**src/rtl/cc_timer_pkg.sv**
```systemverilog
// constants and carrier types for the control-channel window timers
// assumes a single 200 MHz clock domain; pixel and bit ticks arrive as enables
package cc_timer_pkg;
  localparam logic [7:0] START_CFG_OFFSET = 8'h02;
  localparam logic [7:0] END_CFG_OFFSET   = 8'h03;
  localparam logic [7:0] START_CFG_RESET  = 8'ha0;
  localparam logic [7:0] END_CFG_RESET    = 8'ha0;
  localparam logic [3:0] DIV_MIN_CODE     = 4'h4;
  localparam logic [15:0] DIV_MIN_RATIO   = 16'h0010;
  localparam logic [6:0] COMEBACK_STEP    = 7'h10;
  localparam logic [14:0] SHORT_SYNC_LO   = 15'h0222;
  localparam logic [14:0] SHORT_SYNC_HI   = 15'h0442;
  localparam logic [14:0] LONG_SYNC_WORDS = 15'h4402;
  localparam int          CLK_PERIOD_PS   = 5000;
  localparam int          T1_FIXED_PS     = 2500000;
  localparam int          T1_FIXED_CYC    = T1_FIXED_PS / CLK_PERIOD_PS;
  localparam logic [1:0]  SYNC_WORDS      = 2'h3;

  typedef enum logic [4:0] {
    ST_IDLE  = 5'b00001,
    ST_START = 5'b00010,
    ST_END   = 5'b00100,
    ST_SHAKE = 5'b01000,
    ST_TRAIN = 5'b10000
  } cc_state_t;

  typedef struct packed {
    logic       write;
    logic [7:0] addr;
    logic [7:0] wdata;
  } reg_req_t;

  typedef struct packed {
    cc_state_t   state;
    logic [7:0]  start_cfg;
    logic [7:0]  end_cfg;
    logic [15:0] div_cnt;
    logic [4:0]  tick_cnt;
    logic [6:0]  cb_cnt;
    logic        periph_en;
    logic        proto_sel;
    logic        cc_enable;
    logic        lock_frame;
    logic        long_train;
    logic [14:0] train_cnt;
    logic [1:0]  sync_cnt;
    logic        video;
  } cc_regs_t;
endpackage

```
**src/rtl/cc_window_timers.sv**
```systemverilog
// control-channel window timers: start/end timeouts, closure, training pick
// assumes pixel_tick_i and uart_bit_tick_i are single-cycle enables in clk_i
`timescale 1ns/1ps
// Functional notes
// - close channel if host silent past start timeout
// - start divider from config bits 7:4
// - start counter expires at count plus one
// - reset start timeout equals 1024 pixel clocks
// - host activity stops start, runs end timer
// - end divider from config bits 7:4
// - end counter expires at count plus one
// - link activity clears end count
// - silence for end period closes channel
// - reset end timeout equals 1024 pixel clocks
// - vsync edge plus three syncs opens channel
// - start expiry drops enable
// - end frame after sync closes, base only
// - lock frame sent only if errors within threshold
// - short training on lock frame, else long
// - vsync deassert never closes channel
// - vsync to enable delay bounded
// - bypass held until comeback timer expiry
// - comeback code times sixteen bit times, zero never
// - comeback expiry clears peripheral enable
// - mode follows enable and protocol select
// - short pattern 546 or 1090 words
// - long pattern 17410 words
// - bit reference resyncs on sync frame
module cc_window_timers (
  input  wire logic                  clk_i,
  input  wire logic                  reset_n_i,
  input  wire logic                  clk_en_i,
  input  wire logic                  pixel_tick_i,
  input  wire logic                  uart_bit_tick_i,
  input  wire logic                  sync_frame_i,
  input  wire logic                  vsync_edge_i,
  input  wire logic                  sync_word_i,
  input  wire logic                  host_activity_i,
  input  wire logic                  camera_activity_i,
  input  wire logic                  end_frame_i,
  input  wire logic                  errors_ok_i,
  input  wire logic                  lock_frame_rx_i,
  input  wire logic [1:0]            pixel_rate_range_i,
  input  wire logic [2:0]            comeback_code_i,
  input  wire logic                  mode_write_i,
  input  wire logic                  mode_periph_en_i,
  input  wire logic                  mode_proto_sel_i,
  input  wire cc_timer_pkg::reg_req_t reg_req_i,
  output logic [7:0]                 reg_rdata_o,
  output logic                       control_channel_enable_o,
  output logic                       bypass_mode_o,
  output logic                       i2c_path_en_o,
  output logic                       send_lock_frame_o,
  output logic                       training_o,
  output logic                       long_training_o,
  output logic                       video_phase_o
);
  import cc_timer_pkg::*;

  cc_regs_t r_r;
  cc_regs_t r_nxt;
  logic [15:0] ratio;
  logic [3:0]  code;
  logic [3:0]  limit;
  logic        bypass;
  logic        activity;
  logic        expire;
  logic [6:0]  cb_limit;
  logic [14:0] train_len;

  function automatic logic [15:0] div_ratio(input logic [3:0] c);
    logic [15:0] v;
    v = DIV_MIN_RATIO;
    if (c > DIV_MIN_CODE) begin
      v = DIV_MIN_RATIO << (c - DIV_MIN_CODE);
    end
    return v;
  endfunction

  always_comb begin
    r_nxt     = r_r;
    bypass    = r_r.periph_en && !r_r.proto_sel;
    activity  = host_activity_i || (bypass && camera_activity_i);
    code      = (r_r.state == ST_END) ? r_r.end_cfg[7:4] : r_r.start_cfg[7:4];
    limit     = (r_r.state == ST_END) ? r_r.end_cfg[3:0] : r_r.start_cfg[3:0];
    ratio     = div_ratio(code);
    expire    = 1'b0;
    cb_limit  = COMEBACK_STEP * {4'h0, comeback_code_i};
    train_len = LONG_SYNC_WORDS;
    if (!r_r.long_train) begin
      train_len = pixel_rate_range_i[1] ? SHORT_SYNC_HI : SHORT_SYNC_LO;
    end
    send_lock_frame_o = 1'b0;

    if (reg_req_i.write && r_r.state != ST_START && r_r.state != ST_END) begin
      if (reg_req_i.addr == START_CFG_OFFSET) begin
        r_nxt.start_cfg = reg_req_i.wdata;
      end
      if (reg_req_i.addr == END_CFG_OFFSET) begin
        r_nxt.end_cfg = reg_req_i.wdata;
      end
    end
    if (mode_write_i) begin
      r_nxt.periph_en = mode_periph_en_i;
      r_nxt.proto_sel = mode_proto_sel_i;
      r_nxt.cb_cnt    = 7'h00;
    end

    // bypass lifetime counts bit ticks that restart on host activity or a sync frame
    if (bypass && !mode_write_i) begin
      if (host_activity_i || sync_frame_i) begin
        r_nxt.cb_cnt = 7'h00;
      end else if (uart_bit_tick_i && comeback_code_i != 3'h0) begin
        if (r_r.cb_cnt + 7'h01 >= cb_limit) begin
          r_nxt.periph_en = 1'b0;
          r_nxt.cb_cnt    = 7'h00;
        end else begin
          r_nxt.cb_cnt = r_r.cb_cnt + 7'h01;
        end
      end
    end

    if (pixel_tick_i && (r_r.state == ST_START || r_r.state == ST_END)) begin
      if (r_r.div_cnt + 16'h0001 >= ratio) begin
        r_nxt.div_cnt = 16'h0000;
        if (r_r.tick_cnt + 5'h01 >= {1'b0, limit} + 5'h01) begin
          expire = 1'b1;
        end else begin
          r_nxt.tick_cnt = r_r.tick_cnt + 5'h01;
        end
      end else begin
        r_nxt.div_cnt = r_r.div_cnt + 16'h0001;
      end
    end

    case (r_r.state)
      ST_IDLE: begin
        r_nxt.cc_enable = 1'b0;
        if (vsync_edge_i) begin
          r_nxt.sync_cnt = 2'h0;
          r_nxt.video    = 1'b0;
        end else if (sync_word_i && !r_r.video) begin
          if (r_r.sync_cnt + 2'h1 == SYNC_WORDS) begin
            r_nxt.state     = ST_START;
            r_nxt.cc_enable = 1'b1;
            r_nxt.div_cnt   = 16'h0000;
            r_nxt.tick_cnt  = 5'h00;
            r_nxt.sync_cnt  = 2'h0;
          end else begin
            r_nxt.sync_cnt = r_r.sync_cnt + 2'h1;
          end
        end
      end
      ST_START: begin
        if (activity) begin
          r_nxt.state    = ST_END;
          r_nxt.div_cnt  = 16'h0000;
          r_nxt.tick_cnt = 5'h00;
        end else if (expire) begin
          r_nxt.state     = ST_SHAKE;
          r_nxt.cc_enable = 1'b0;
        end
      end
      ST_END: begin
        if (end_frame_i && r_r.lock_frame && !bypass) begin
          r_nxt.state     = ST_SHAKE;
          r_nxt.cc_enable = 1'b0;
        end else if (activity) begin
          r_nxt.div_cnt  = 16'h0000;
          r_nxt.tick_cnt = 5'h00;
        end else if (expire) begin
          r_nxt.state     = ST_SHAKE;
          r_nxt.cc_enable = 1'b0;
        end
      end
      ST_SHAKE: begin
        send_lock_frame_o = errors_ok_i;
        r_nxt.long_train  = !(errors_ok_i || lock_frame_rx_i);
        r_nxt.state       = ST_TRAIN;
        r_nxt.train_cnt   = 15'h0000;
      end
      ST_TRAIN: begin
        if (pixel_tick_i) begin
          if (r_r.train_cnt + 15'h0001 >= train_len) begin
            r_nxt.state = ST_IDLE;
            r_nxt.video = 1'b1;
          end else begin
            r_nxt.train_cnt = r_r.train_cnt + 15'h0001;
          end
        end
      end
      default: begin
        r_nxt.state = ST_IDLE;
      end
    endcase

    // a sync frame arms the end frame that follows it
    if (sync_frame_i) begin
      r_nxt.lock_frame = 1'b1;
    end else if (end_frame_i || host_activity_i) begin
      r_nxt.lock_frame = 1'b0;
    end
  end

  always_ff @(posedge clk_i or negedge reset_n_i) begin
    if (!reset_n_i) begin
      r_r <= '{state: ST_IDLE, start_cfg: START_CFG_RESET,
               end_cfg: END_CFG_RESET, default: '0};
    end else if (clk_en_i) begin
      r_r <= r_nxt;
    end
  end

  always_comb begin
    reg_rdata_o = 8'h00;
    if (reg_req_i.addr == START_CFG_OFFSET) begin
      reg_rdata_o = r_r.start_cfg;
    end else if (reg_req_i.addr == END_CFG_OFFSET) begin
      reg_rdata_o = r_r.end_cfg;
    end
  end

  // vsync has no path into the close logic at all
  assign control_channel_enable_o = r_r.cc_enable;
  assign bypass_mode_o            = bypass;
  assign i2c_path_en_o            = r_r.periph_en && r_r.proto_sel;
  assign training_o               = (r_r.state == ST_TRAIN);
  assign long_training_o          = r_r.long_train;
  assign video_phase_o            = r_r.video;

  // window opening and the enable that marks it
  a_enable_window: assert property (
    @(posedge clk_i) disable iff (!reset_n_i)
    control_channel_enable_o == (r_r.state == ST_START || r_r.state == ST_END))
    else $error("enable outside open window");
  a_open_enable: assert property (
    @(posedge clk_i) disable iff (!reset_n_i)
    $rose(r_r.state == ST_START) |-> control_channel_enable_o &&
    $past(r_r.state) == ST_IDLE) else $error("window opened badly");
  a_open_prompt: assert property (
    @(posedge clk_i) disable iff (!reset_n_i)
    (clk_en_i && r_r.state == ST_IDLE && !vsync_edge_i && sync_word_i &&
    !r_r.video && r_r.sync_cnt == 2'h2) |=> control_channel_enable_o)
    else $error("enable late after third sync word");
  a_vsync_keep: assert property (
    @(posedge clk_i) disable iff (!reset_n_i)
    (clk_en_i && r_r.state == ST_START && vsync_edge_i && !activity &&
    !expire) |=> r_r.state == ST_START && control_channel_enable_o)
    else $error("vsync disturbed open window");

  // start and end timers; config must not move under a running count
  a_start_expiry: assert property (
    @(posedge clk_i) disable iff (!reset_n_i)
    (clk_en_i && r_r.state == ST_START && expire && !activity)
    |=> !control_channel_enable_o) else $error("start expiry kept enable");
  a_activity_end: assert property (
    @(posedge clk_i) disable iff (!reset_n_i)
    (clk_en_i && r_r.state == ST_START && activity)
    |=> r_r.state == ST_END && r_r.tick_cnt == 5'h00)
    else $error("activity did not start end timer");
  a_end_clear: assert property (
    @(posedge clk_i) disable iff (!reset_n_i)
    (clk_en_i && r_r.state == ST_END && activity && !end_frame_i)
    |=> r_r.div_cnt == 16'h0000 && r_r.tick_cnt == 5'h00)
    else $error("end count not cleared");
  a_end_silence: assert property (
    @(posedge clk_i) disable iff (!reset_n_i)
    (clk_en_i && r_r.state == ST_END && expire && !activity && !end_frame_i)
    |=> r_r.state == ST_SHAKE) else $error("end expiry missed");
  a_ef_close: assert property (
    @(posedge clk_i) disable iff (!reset_n_i)
    (clk_en_i && r_r.state == ST_END && end_frame_i && r_r.lock_frame &&
    !bypass) |=> r_r.state == ST_SHAKE && !control_channel_enable_o)
    else $error("armed end frame did not close");
  a_bypass_ef: assert property (
    @(posedge clk_i) disable iff (!reset_n_i)
    (clk_en_i && r_r.state == ST_END && bypass && !activity && !expire)
    |=> r_r.state == ST_END) else $error("end frame closed bypass");
  a_tick_bound: assert property (
    @(posedge clk_i) disable iff (!reset_n_i)
    (r_r.state == ST_START) |-> r_r.tick_cnt <= {1'b0, r_r.start_cfg[3:0]})
    else $error("start count overran");
  a_end_bound: assert property (
    @(posedge clk_i) disable iff (!reset_n_i)
    (r_r.state == ST_END) |-> r_r.tick_cnt <= {1'b0, r_r.end_cfg[3:0]})
    else $error("end count overran");
  a_div_bound: assert property (
    @(posedge clk_i) disable iff (!reset_n_i)
    (r_r.state == ST_START || r_r.state == ST_END) |-> r_r.div_cnt < ratio)
    else $error("divider overran its ratio");
  a_cfg_frozen: assert property (
    @(posedge clk_i) disable iff (!reset_n_i)
    (clk_en_i && (r_r.state == ST_START || r_r.state == ST_END))
    |=> $stable(r_r.start_cfg) && $stable(r_r.end_cfg))
    else $error("config changed in open window");

  // bypass lifetime
  a_cb_never: assert property (
    @(posedge clk_i) disable iff (!reset_n_i)
    (clk_en_i && comeback_code_i == 3'h0 && bypass && !mode_write_i)
    |=> r_r.periph_en) else $error("code zero left bypass");
  a_cb_expire: assert property (
    @(posedge clk_i) disable iff (!reset_n_i)
    (clk_en_i && bypass && !mode_write_i && !host_activity_i &&
    !sync_frame_i && uart_bit_tick_i && comeback_code_i != 3'h0 &&
    r_r.cb_cnt + 7'h01 >= cb_limit) |=> !r_r.periph_en)
    else $error("comeback expiry kept bypass");

  // handshake and training
  a_train_pick: assert property (
    @(posedge clk_i) disable iff (!reset_n_i)
    (clk_en_i && r_r.state == ST_SHAKE && lock_frame_rx_i)
    |=> !long_training_o) else $error("long training with lock");
  a_train_done: assert property (
    @(posedge clk_i) disable iff (!reset_n_i)
    (clk_en_i && r_r.state == ST_TRAIN && pixel_tick_i &&
    r_r.train_cnt + 15'h0001 >= train_len)
    |=> r_r.state == ST_IDLE && video_phase_o)
    else $error("training overran its length");
  a_train_hold: assert property (
    @(posedge clk_i) disable iff (!reset_n_i)
    (clk_en_i && r_r.state == ST_TRAIN &&
    r_r.train_cnt + 15'h0001 < train_len)
    |=> r_r.state == ST_TRAIN) else $error("training cut short");
endmodule

```
**config.mk**
```make
export PLATFORM = sky130hd
export DESIGN_NAME = cc_window_timers
export DESIGN_NICKNAME = d
export VERILOG_FILES = /design/src/rtl/cc_timer_pkg.sv /design/src/rtl/cc_window_timers.sv
export SDC_FILE = /design/constraint.sdc
export NUM_CORES = 1
export LEC_CHECK = 0
export BUFFER_PORTS_ARGS = -buffer_cell sky130_fd_sc_hd__buf_2
export CAP_MARGIN = 15
export CORE_ASPECT_RATIO = 0.7
export CORE_MARGIN = 2
export CORE_UTILIZATION = 50
export CTS_CLUSTER_SIZE = 40
export DETAILED_ROUTE_END_ITERATION = 10
export GPL_ROUTABILITY_DRIVEN = 0
export PLACE_DENSITY = 0.78
export SYNTH_ARGS = -nofsm -noshare
export SYNTH_HDL_FRONTEND = slang
export SYNTH_SLANG_ARGS = --single-unit
```
**constraint.sdc**
```tcl
create_clock -name clk_i -period 4 [get_ports clk_i]
set_input_delay 0.8 -clock clk_i [delete_from_list [all_inputs] [get_ports clk_i]]
set_output_delay 0.8 -clock clk_i [all_outputs]
set_load 0.01 [all_outputs]
```
; Word-level counts from Yosys, hierarchy flattened
; Index checks and enable logic that the tools add are counted.
[totals]
reg_bits = 72
in_bits = 38
out_inout_bits = 15
elab_cells = 139
[classes]
n_addsub = 7
magnitude_cmp = 5
n_eq_ne = 18
shifts = 1
mux = 57
reduce_logical = 37
[op_table]
columns = cell, count
row1 = two-way mux 21 bit, 6
row2 = case mux 21 bit (3 select lines), 1
row3 = two-way mux 5 bit, 11
row4 = two-way mux 15 bit, 3
row5 = two-way mux 16 bit, 2
row6 = two-way mux 8 bit, 4
row7 = case mux 15 bit (2 select lines), 1
row8 = case mux 5 bit (5 select lines), 1
row9 = two-way mux 1 bit, 17
row10 = "adder 16 x 1 -> 16 bit, second input constant", 1
row11 = "== test 8 x 2 -> 1 bit, second input constant", 2
row12 = greater-or-equal comparator 16 bit, 1
row13 = "<< shifter 5 x 4 -> 16 bit, first input constant", 1
row14 = "adder 15 x 1 -> 15 bit, second input constant", 1
row15 = greater-or-equal comparator 15 bit, 1
row16 = two-way mux 7 bit, 2
row17 = "!= test 2 bit, second input constant", 6
row18 = logical AND 1 bit, 11
row19 = two-way mux 11 bit, 1
row20 = two-way mux 9 bit, 1
row21 = AND reduction 3 bit, 3
row22 = two-way mux 4 bit, 2
row23 = AND reduction 2 bit, 4
row24 = nonzero test 2 bit, 4
row25 = 27 further kinds, 38

; Longest topological paths before layout
; Gate-level depths: netlist of run 1.
[logic_depth]
ltp_word = 12
ltp_mapped = 17
ltp_nobuf = 16

; Worst setup path after synthesis of run 1
; OpenSTA, ideal clock, no wires.
[synth_timing]
path_type = register -> register
startpoint = register r_r[70] (netlist bit)
endpoint = register r_r[40] (netlist bit)
setup_ns = 0.083
arrival_time_ns = 3.412
required_time_ns = 3.917
setup_slack_ns = 0.505
path_stages_with_launch = 17
n_path_buf = 3
synth_period_minus_slack_ns = 3.495
cell_sequence = dfrtp_1 > nor3_1 > nand3b_1 > clkbuf_1 > buf_6 > o21ai_0 > nand2_1 > ha_1 > a211oi_1 > a211oi_1 > a2111oi_0 > o31a_1 > clkbuf_1 > nand2_1 > nor2_2 > nand2_1 > o21ai_0
[synth_between]
elab_chain_cells = 12
elab_cells_between_ends = 19
classes_between = 1 x add/sub / 2 x order compare / 3 x eq/ne / 1 x shift / 10 x mux / 2 x reduce/logical
[synth_rtl]
columns = item, line_no
row1 = from (decl), cc_window_timers.sv:60  ; cc_regs_t r_r;
row2 = from (signal assigned), cc_window_timers.sv:207  ; r_r <= '{state: ST_IDLE, start_cfg: START_CFG_RESET,
row3 = from (signal assigned), cc_window_timers.sv:210  ; r_r <= r_nxt;
row4 = == test 5 x 3 -> 1 bit, "cc_window_timers.sv:84, cc_window_timers.sv:123, cc_window_timers.sv:136"
row5 = two-way mux 4 bit, cc_window_timers.sv:84  ; code = (r_r.state == ST_END) ? r_r.end_cfg[7:4] : r_r.start_cfg[7:4];
row6 = subtractor 4 x 3 -> 4 bit, cc_window_timers.sv:75  ; v = DIV_MIN_RATIO << (c - DIV_MIN_CODE);
row7 = << shifter 5 x 4 -> 16 bit, cc_window_timers.sv:75
row8 = two-way mux 16 bit, cc_window_timers.sv:74  ; if (c > DIV_MIN_CODE) begin
row9 = greater-or-equal comparator 16 bit, cc_window_timers.sv:124  ; if (r_r.div_cnt + 16'h0001 >= ratio) begin
row10 = two-way mux 16 bit, cc_window_timers.sv:124
row11 = two-way mux 21 bit, cc_window_timers.sv:123  ; if (pixel_tick_i && (r_r.state == ST_START || r_r.state == ST_END)) begin
row12 = two-way mux 21 bit, cc_window_timers.sv:143  ; if (r_r.sync_cnt + 2'h1 == SYNC_WORDS) begin
row13 = two-way mux 21 bit, cc_window_timers.sv:142  ; end else if (sync_word_i && !r_r.video) begin
row14 = two-way mux 21 bit, cc_window_timers.sv:139  ; if (vsync_edge_i) begin
row15 = case mux 21 bit (3 select lines) (*), cc_window_timers.sv:136  ; case (r_r.state)
; Mark *: on every way between the ends. The rest lies on a longest branch, timed or not.
; A chain may end at the register's enable or synchronous reset.

; Final worst setup path of run 1
[layout_timing]
startpoint = register r_r[35] (netlist bit)
endpoint = register r_r[33] (netlist bit)
[layout_between]
elab_chain_cells = 8
elab_cells_between_ends = 10
classes_between = 1 x add/sub / 1 x order compare / 8 x mux
[layout_rtl]
columns = item, line_no
row1 = adder 16 x 1 -> 16 bit (*), cc_window_timers.sv:124
row2 = greater-or-equal comparator 16 bit (*), cc_window_timers.sv:124
row3 = two-way mux 5 bit (*), cc_window_timers.sv:124
row4 = two-way mux 21 bit (*), cc_window_timers.sv:123
row5 = two-way mux 21 bit, cc_window_timers.sv:143
row6 = two-way mux 21 bit, cc_window_timers.sv:142
row7 = two-way mux 21 bit, cc_window_timers.sv:139
row8 = case mux 21 bit (3 select lines) (*), cc_window_timers.sv:136
; Marks and branches as above.

==> results of run 1 <==
==> kinds of logic after synthesis <==
family | share of synthesized area
XOR/XNOR | 0.0448
multiplexers | 0.0697
AND/OR/NAND/NOR | 0.233
AO/OA/AOI/OAI | 0.187
buffers and inverters | 0.0335
flip-flops | 0.356
adder cells (fa/ha/maj) | 0.0764
==> per-stage QoR <==
| stage | setup slack (ns) | instance area [um^2] |
|---|---|---|
| final | 0.236 | 5810 |
| after global routing | 0.0253 | 5810 |
| after CTS | 0.00469 | 5760 |
| after detailed placement | 0.0186 | 5460 |
| after global placement | 0.213 | 5460 |
| after floorplan | 0.505 | 5080 |
==> final cells by class <==
class                      instances  area (um^2)
clock buffer                      13          260
clock inverter                     3         40.0
fill                             832         3990
inverter                          23         86.3
multi-input combinational        472         3110
sequential                        72         1810
tap                              128          160
timing repair buffer              62          338
==> critical path, cell delays in order, from the launching register on <==
cell and delay, ns:
dfrtp_1 0.39, ha_1 0.25, and3_1 0.29, and3_1 0.29
nand3_1 0.21, xnor2_1 0.20, ha_1 0.31, nand4_1 0.08
a211oi_1 0.25, a2111oi_1 0.10, o31a_1 0.40, or3_1 0.44
nor2_1 0.10, o21ai_0 0.08, a22o_1 0.26
==> cells in the final DEF, fill, tap and decap left out, types with 3 or more instances in the layout <==
cell type,netlist,final
nor2b_1,3,3
nand4_1,5,5
and3b_1,3,3
a211oi_1,4,4
ha_1,31,31
nor2_1,53,52
and3_1,11,11
nand2b_1,13,13
o22ai_1,7,7
buf_4,2,11
dfstp_2,5,5
o21ai_0,48,47
mux2i_1,14,14
mux2_2,19,19
nor3_1,12,11
nand3b_1,7,7
o31ai_1,11,11
or3_1,3,3
a31oi_1,7,7
o211ai_1,3,3
nor3_2,2,3
nand2_1,77,77
a21oi_1,27,27
inv_1,22,22
nand3_1,25,25
dfrtp_1,67,67
clkbuf_16,0,9
or2_2,4,4
xnor2_1,11,11
buf_2,1,51
a21o_1,4,4
xor2_1,15,15
a22o_1,14,14
and2_1,4,4
==> repair_timing <==
action / in CTS / in global routing
pin swaps: 1 / 2
endpoints found under the hold margin: 0 / 0
endpoints found under the setup margin: 1 / 26
buffers inserted: 0 / 4
resized for setup: 0 / 5
cloned: 0 / 0
==> registers in the layout (all words and copies together) (netlist names) <==
signal                    cells
r_r                          69
long_training_o               1
video_phase_o                 1
control_channel_enable_o      1
==> path summary, 6_finish.rpt <==
kind / endpoint / slack, ns / cells past startpoint
max in group asynchronous: r_r[61] / 2.49 / 2
worst min-delay path: r_r[43] / 0.48 / 1
min in group clk_i: r_r[19] / 0.49 / 1
worst max-delay path: r_r[33] / 0.24 / 14
worst min register to register: r_r[19] / 0.49 / 1
worst max register to register: r_r[33] / 0.24 / 14
==> layer usage <==
| metal | GRT usage | part of all wire | up-vias |
|---|---|---|---|
| li1 | - | - | 2220 |
| met1 | 0.328 | 0.48 | 2141 |
| met2 | 0.368 | 0.43 | 185 |
| met3 | 0.0466 | 0.067 | 23 |
| met4 | 0.0787 | 0.017 | 0 |
| met5 | 0 | 0 | - |
==> report_power, final <==
| part | leakage [nW] | internal [W] | switching, W |
|---|---|---|---|
| logic | 1.63 | 0.000448 | 0.000642 |
| registers | 0.948 | 0.000864 | 0.000155 |
| clock network | 0.150 | 0.000515 | 0.000305 |
| total | 2.72 | 0.00183 | 0.00110 |
==> results.py, run 1 <==
metrics = {
    "grt": {
        "antenna_found_initial": 0,
        "grt_max_degree": 47,
        "grt_pass1_wl_um": 20800,
        "grt_use_total": 0.234,
        "grt_pass1_vias": 4358,
        "overflow": 0,
    },
    "logic_synthesis": {
        "async_flop_share": 1.00,
        "synth_edf_count": 0,
        "synth_top_area_frac": 0.330,
        "synth_area_um2": 5080,
        "ys_types": 66,
        "synthTopCellsByArea": "dfrtp_1, ha_1, nand2_1",
        "synthCells": 585,
        "yosysSeqAreaShare": 0.356,
        "synth_nets": 654,
        "post-synth-top-count-cell": "nand2_1",
        "synth_top_cell_by_area": "dfrtp_1",
        "syn_avg_cell_area_um2": 8.68,
        "synthFlopType": "dfrtp_1",
        "yosys_register_bits": 72,
        "ys_warn_count": 0,
        "synthTopCellsByCount": "nand2_1, dfrtp_1, nor2_1",
    },
    "pwr": {
        "finalPower_w": 0.00293,
        "p_leak_nw": 2.72,
        "p_per_area_nw_per_um2": 505,
        "ir_worst_vdd_v": 0.000277,
    },
    "clock_tree": {
        "cts_tree": "done",
        "clockBufferDepth": 2,
        "cts-root-buf": "clkbuf_16",
        "clkTransAtPathRegs_ns": 0.06,
        "cts_sinks": 72,
        "htree_num_levels": 3,
        "holdBufCountCts": 0,
        "insertion_delay_ns": 0.34,
        "cts_made_buffers": 9,
    },
    "critical_path": {
        "reg2reg_from": "r_r[35]",
        "critPathLaunchType": "flop",
        "worstPathMaxFanout": 7,
        "cp.required_ns": 4.23,
        "critical_path_arrival_ns": 3.99,
        "worstSetupPathType": "reg -> reg",
        "cp-end-kind": "flop",
        "crit_start": "r_r[35]",
    },
    "die": {
        "dieHeight_um": 88.3,
        "core_area_um2": 9800,
        "die_x_um": 124,
        "rows": 30,
        "dieArea_um2": 11000,
        "initial_utilization": 0.518,
        "io_pins": 53,
    },
    "timing": {
        "worst_pin_slew_ns": 0.670,
        "slew_headroom": 0.549,
        "fin_worst_skew_ns": 0.00844,
        "grt_setup_unrepaired": "no",
        "max_freq_ghz": 0.266,
        "finalSetupViolCount": 0,
        "hold_ws_ns": 0.480,
        "post-route-period-util": 0.941,
        "maxSlewViolCount": 0,
        "hold_violations": 0,
        "min_period_ns": 3.76,
        "finalSetupTns_ns": 0,
    },
    "routing": {
        "viasPerCell": 5.91,
        "vias": 4569,
        "drcViolationCount": 0,
        "finalWirelength_um": 12300,
        "drtAntennaViolNets": 0,
        "drt_iter0_markers": 376,
        "drtPass1Iterations": 5,
        "wl_per_cell_um": 15.9,
    },
    "finish": {
        "fin_cells": 773,
        "final_util": 0.593,
        "nets": 709,
        "n_antenna_cell": 0,
        "area_delta_synth_final_pct": 14.3,
        "layout-drive-gt1-share": 0.188,
    },
    "run_status": {
        "status": "finished, final reports clean",
    },
    "place": {
        "dp_hpwl_um": 8920,
        "io_buffers": 51,
        "place_inst": 753,
    },
    "min_path": {
        "hold_class": "in -> async",
    },
    "flow_run": {
        "maxCapViolations": 0,
    },
}
Note: power is estimated with default switching activity, not from simulation.
==> run 2, diff against run 1 <==
clock period = 4.4 ns   (was 4 ns; I/O delays follow)
==> results.py, run 2 (synthesis results as in run 1) <==
metrics = {
    "timing": {
        "hold_violations": 0,
        "finalSetupViolCount": 0,
        "max_freq_ghz": 0.262,
        "slew_headroom": 0.341,
        "fin_worst_skew_ns": 0.00867,
        "maxSlewViolCount": 0,
        "finalSetupTns_ns": 0,
        "grt_setup_unrepaired": "no",
        "worst_pin_slew_ns": 0.980,
        "min_period_ns": 3.82,
        "post-route-period-util": 0.867,
    },
    "routing": {
        "viasPerCell": 5.96,
        "drtAntennaViolNets": 0,
        "drcViolationCount": 0,
        "drtPass1Iterations": 5,
        "wl_per_cell_um": 15.7,
        "vias": 4591,
        "drt_iter0_markers": 336,
        "finalWirelength_um": 12100,
    },
    "die": {
        "rows": 30,
        "io_pins": 53,
        "core_area_um2": 9800,
        "dieArea_um2": 11000,
        "dieHeight_um": 88.3,
        "die_x_um": 124,
        "initial_utilization": 0.518,
    },
    "finish": {
        "fill_cells": 878,
        "multi_input_area_um2": 3100,
        "final_util": 0.589,
        "nets": 706,
        "area_delta_synth_final_pct": 13.6,
        "mostFrequentLayoutCell": "nand2_1",
        "largest_register_ffs": 69,
        "n_antenna_cell": 0,
        "layout-drive-gt1-share": 0.184,
        "regMostFlops": "r_r",
        "final_area_um2": 5770,
        "seqCellArea_um2": 1810,
        "fin_cells": 770,
        "layout_common_cells": "nand2_1, dfrtp_1, nor2_1",
    },
    "run_status": {
        "status": "finished, final reports clean",
    },
    "critical_path": {
        "cp-end-kind": "flop",
        "crit_family": "compound AO/OA/AOI/OAI gates",
        "worstSetupPathType": "reg -> reg",
        "cp.required_ns": 4.65,
        "worstPathCellList": "nor3_1 > nand3b_1 > buf_4 > or3_1 > o31ai_1 > o21ai_0 > ha_1 > o211ai_1 > a211oi_1 > a2111oi_0 > o31a_1 > nand2_1 > nor2_2 > nand2_1 > o21ai_0",
        "critical_path_buf_inv_count": 1,
        "critPathLaunchType": "flop",
        "critical_path_arrival_ns": 4.06,
        "slowest_delay_ns": 0.44,
        "cpMaxStageDelayCell": "a2111oi_0",
        "worstPathMaxFanout": 15,
    },
    "grt": {
        "antenna_found_initial": 0,
        "grt_pass1_wl_um": 20100,
        "grt_max_degree": 48,
        "overflow": 0,
        "grt_pass1_vias": 4290,
        "grt_use_total": 0.226,
    },
    "clock_tree": {
        "clockBufferDepth": 2,
        "htree_num_levels": 3,
        "clkTransAtPathRegs_ns": 0.06,
        "postCtsSetupBuffers": 0,
        "insertion_delay_ns": 0.34,
        "cts_resized": 0,
        "cts-root-buf": "clkbuf_16",
        "holdBufCountCts": 0,
        "cts_tree": "done",
        "cts_made_buffers": 9,
        "cts_sinks": 72,
    },
    "place": {
        "io_buffers": 51,
        "place_inst": 751,
        "placedInstanceArea_um2": 5450,
        "dp_hpwl_um": 8760,
    },
    "flow_run": {
        "maxCapViolations": 0,
    },
    "pwr": {
        "ir_worst_vdd_v": 0.000225,
        "p_per_area_nw_per_um2": 456,
        "p_leak_nw": 2.70,
        "finalPower_w": 0.00263,
    },
    "min_path": {
        "hold_class": "reg -> reg",
    },
}
[run 2: changes by cell type in the layout (fill, tap and decap cells not counted), moves of 2 or more]
| cell | change |
|---|---|
| buf_4 | -3 |
| clkinvlp_4 | +2 |
| clkbuf_1 | -2 |
| clkbuf_8 | -2 |
| clkinv_4 | +2 |
[run 2: area by class of cell]
class | instances | area share
Timing Repair Buffer | 59 | 0.0547
Sequential cell | 72 | 0.313
Inverter | 23 | 0.0150
Clock buffer | 9 | 0.0390
Multi-Input combinational cell | 472 | 0.538
Clock inverter | 7 | 0.0126
Tap cell | 128 | 0.0278
[run 2: worst paths after layout]
path                           start  slack [ns]      end  depth (start not counted)
max in group asynchronous  reset_n_i        2.84  r_r[57]                          2
max                          r_r[70]        0.58  r_r[40]                         15
min                          r_r[49]        0.50  r_r[49]                          1
min in group asynchronous  reset_n_i        0.53  r_r[28]                          1
min reg2reg                  r_r[49]        0.50  r_r[49]                          1
max reg2reg                  r_r[70]        0.58  r_r[40]                         15
[run 2: worst register-to-register path, delay by kind of cell (launching register included)]
kind	cells	cell delay, ns
AO/OA/AOI/OAI	7	1.50
adder cells (fa/ha/maj)	1	0.28
buffers and inverters	1	0.19
flip-flops	1	0.43
AND/OR/NAND/NOR	6	1.29
[run 2: through the flow]
stage	setup WS, ns	hold slack (ns)
4_1_cts	0.272	0.501
2_1_floorplan	0.905	0.450
5_1_grt	0.248	0.525
6_report	0.584	0.498
3_3_place_gp	0.483	0.470
3_5_place_dp	0.353	0.487
[run 2: routing by layer]
layer  global-route usage  vias to the layer above  share of wire
met1                0.321                     2216           0.50
met3               0.0580                       10          0.060
met5                    0                        -              0
met2                0.350                      158           0.44
li1                     -                     2207              -
met4               0.0562                        0         0.0086
[run 2: power by group]
part	internal [W]	total [W]	leakage (nW)	switching, W
clock network	0.000439	0.000738	0.141	0.000299
registers	0.000785	0.000922	0.948	0.000137
logic	0.000394	0.000970	1.61	0.000576
==> run 3, diff against run 2 <==
REMOVE_ABC_BUFFERS = 1   (was unset)
==> results.py, run 3 (synthesis results as in run 1) <==
metrics = {
    "run_status": {
        "status": "finished, final reports clean",
    },
    "pwr": {
        "p_int_w": 0.00161,
        "seq_power_share": 0.352,
        "comb_power_share": 0.365,
        "p_clk_frac": 0.283,
        "p_leak_nw": 2.69,
        "p_sw_w": 0.00100,
        "ir_worst_vdd_v": 0.000271,
        "p_per_area_nw_per_um2": 456,
        "swShare": 0.384,
    },
    "clock_tree": {
        "insertion_delay_ns": 0.34,
        "holdBufCountCts": 0,
        "cts-root-buf": "clkbuf_16",
        "clockBufferDepth": 2,
        "cts_resized": 0,
        "clkTransAtPathRegs_ns": 0.06,
        "htree_num_levels": 3,
        "cts_made_buffers": 9,
        "postCtsSetupBuffers": 0,
        "cts_sinks": 72,
        "cts_tree": "done",
    },
    "critical_path": {
        "cpMaxStageDelayCell": "dfrtp_1",
        "critical_path_arrival_ns": 4.25,
        "rrSetupSlack_ns": 0.40,
        "cp.required_ns": 4.65,
        "critPathLaunchType": "flop",
        "worstPathCellList": "nor3_1 > nand3b_1 > buf_4 > or3_1 > o31ai_1 > o21ai_0 > ha_1 > o211ai_1 > a211oi_1 > a2111oi_0 > o31a_2 > nand2_1 > nor2_2 > nand2_1 > o21ai_0",
        "cp-end-kind": "flop",
        "slowest_delay_ns": 0.44,
        "worstPathMaxFanout": 22,
        "worstSetupPathType": "reg -> reg",
    },
    "grt": {
        "grt_pass1_vias": 4332,
        "grt_use_total": 0.231,
        "antenna_found_initial": 0,
        "met2_usage": 0.358,
        "overflow": 0,
        "grt-busiest-layer": "met2",
        "use_met3": 0.0453,
        "met1_usage": 0.330,
        "grt_max_degree": 73,
        "grt_pass1_wl_um": 20700,
    },
    "die": {
        "dieArea_um2": 11000,
        "rows": 30,
        "die_x_um": 124,
        "io_pins": 53,
        "core_area_um2": 9800,
        "initial_utilization": 0.518,
        "dieHeight_um": 88.3,
    },
    "timing": {
        "hold_ws_ns": 0.490,
        "slew_headroom": 0.283,
        "maxSlewViolCount": 0,
        "grt_setup_unrepaired": "no",
        "worst_pin_slew_ns": 1.07,
        "post-route-period-util": 0.909,
        "finalSetupTns_ns": 0,
        "hold_violations": 0,
        "min_period_ns": 4.00,
        "max_freq_ghz": 0.250,
        "fin_worst_skew_ns": 0.00552,
        "finalSetupViolCount": 0,
    },
    "finish": {
        "largest_register_ffs": 69,
        "n_antenna_cell": 0,
        "mostFrequentLayoutCell": "nand2_1",
        "layout_common_cells": "nand2_1, dfrtp_1, nor2_1",
        "nets": 702,
        "layout-drive-gt1-share": 0.179,
        "area_delta_synth_final_pct": 13.0,
        "multi_input_area_um2": 3100,
        "fill_cells": 859,
        "seqCellArea_um2": 1810,
        "fin_cells": 766,
        "regMostFlops": "r_r",
    },
    "routing": {
        "finalWirelength_um": 12200,
        "drtPass1Iterations": 5,
        "drtAntennaViolNets": 0,
        "drt_iter0_markers": 406,
        "wl_per_cell_um": 16.0,
        "vias": 4505,
        "viasPerCell": 5.88,
        "drcViolationCount": 0,
    },
    "place": {
        "io_buffers": 51,
        "place_inst": 750,
        "dp_hpwl_um": 8770,
    },
    "flow_run": {
        "maxCapViolations": 0,
    },
    "min_path": {
        "hold_class": "reg -> reg",
    },
}
run 3: worst paths after layout:
kind                           start  endpoint  cells past startpoint
min in group asynchronous  reset_n_i    r_r[9]                      2
max in group asynchronous  reset_n_i   r_r[22]                      2
min                          r_r[49]   r_r[49]                      1
min reg2reg                  r_r[49]   r_r[49]                      1
max reg2reg                  r_r[70]   r_r[40]                     15
max                          r_r[70]   r_r[40]                     15
run 3: final cells by class:
type / count / area share
Clock buffer: 11 / 0.0423
Clock inverter: 5 / 0.00981
Inverter: 23 / 0.0150
Multi-Input combinational cell: 472 / 0.540
Sequential cell: 72 / 0.315
Tap cell: 128 / 0.0279
Timing Repair Buffer: 55 / 0.0497
run 3: worst max-delay path: cells and delay by family, from the launching register on:
family                   cells  cell delay (ns)
AO/OA/AOI/OAI                7             1.55
adder cells (fa/ha/maj)      1             0.29
buffers and inverters        1             0.23
flip-flops                   1             0.44
AND/OR/NAND/NOR              6             1.39
run 3: power by group through the flow:
stage	Sequential [W]	Clock, W	Combinational [W]
3_3_place_gp	0.000917	0	0.000878
6_report	0.000921	0.000742	0.000954
5_1_grt	0.000938	0.000784	0.00106
3_5_place_dp	0.000924	0	0.000927
4_1_cts	0.000915	0.000752	0.000935
2_1_floorplan	0.000900	0	0.000683
run 3: per-stage QoR:
| step | cell area [um^2] | setup slack, ns | utilization | total power [W] |
|---|---|---|---|---|
| 2_1_floorplan | 4990 | 0.734 | - | 0.00158 |
| 3_3_place_gp | 5440 | 0.590 | 0.555 | 0.00179 |
| 3_5_place_dp | 5440 | 0.318 | 0.555 | 0.00185 |
| 4_1_cts | 5740 | 0.264 | 0.586 | 0.00260 |
| 5_1_grt | 5740 | 0.0102 | 0.586 | 0.00278 |
| 6_report | 5740 | 0.399 | 0.586 | 0.00262 |
run 3: per-layer routing:
metal | up-vias | part of all wire
li1 | 2206 | -
met1 | 2130 | 0.49
met2 | 151 | 0.43
met3 | 18 | 0.063
met4 | 0 | 0.013
met5 | - | 0
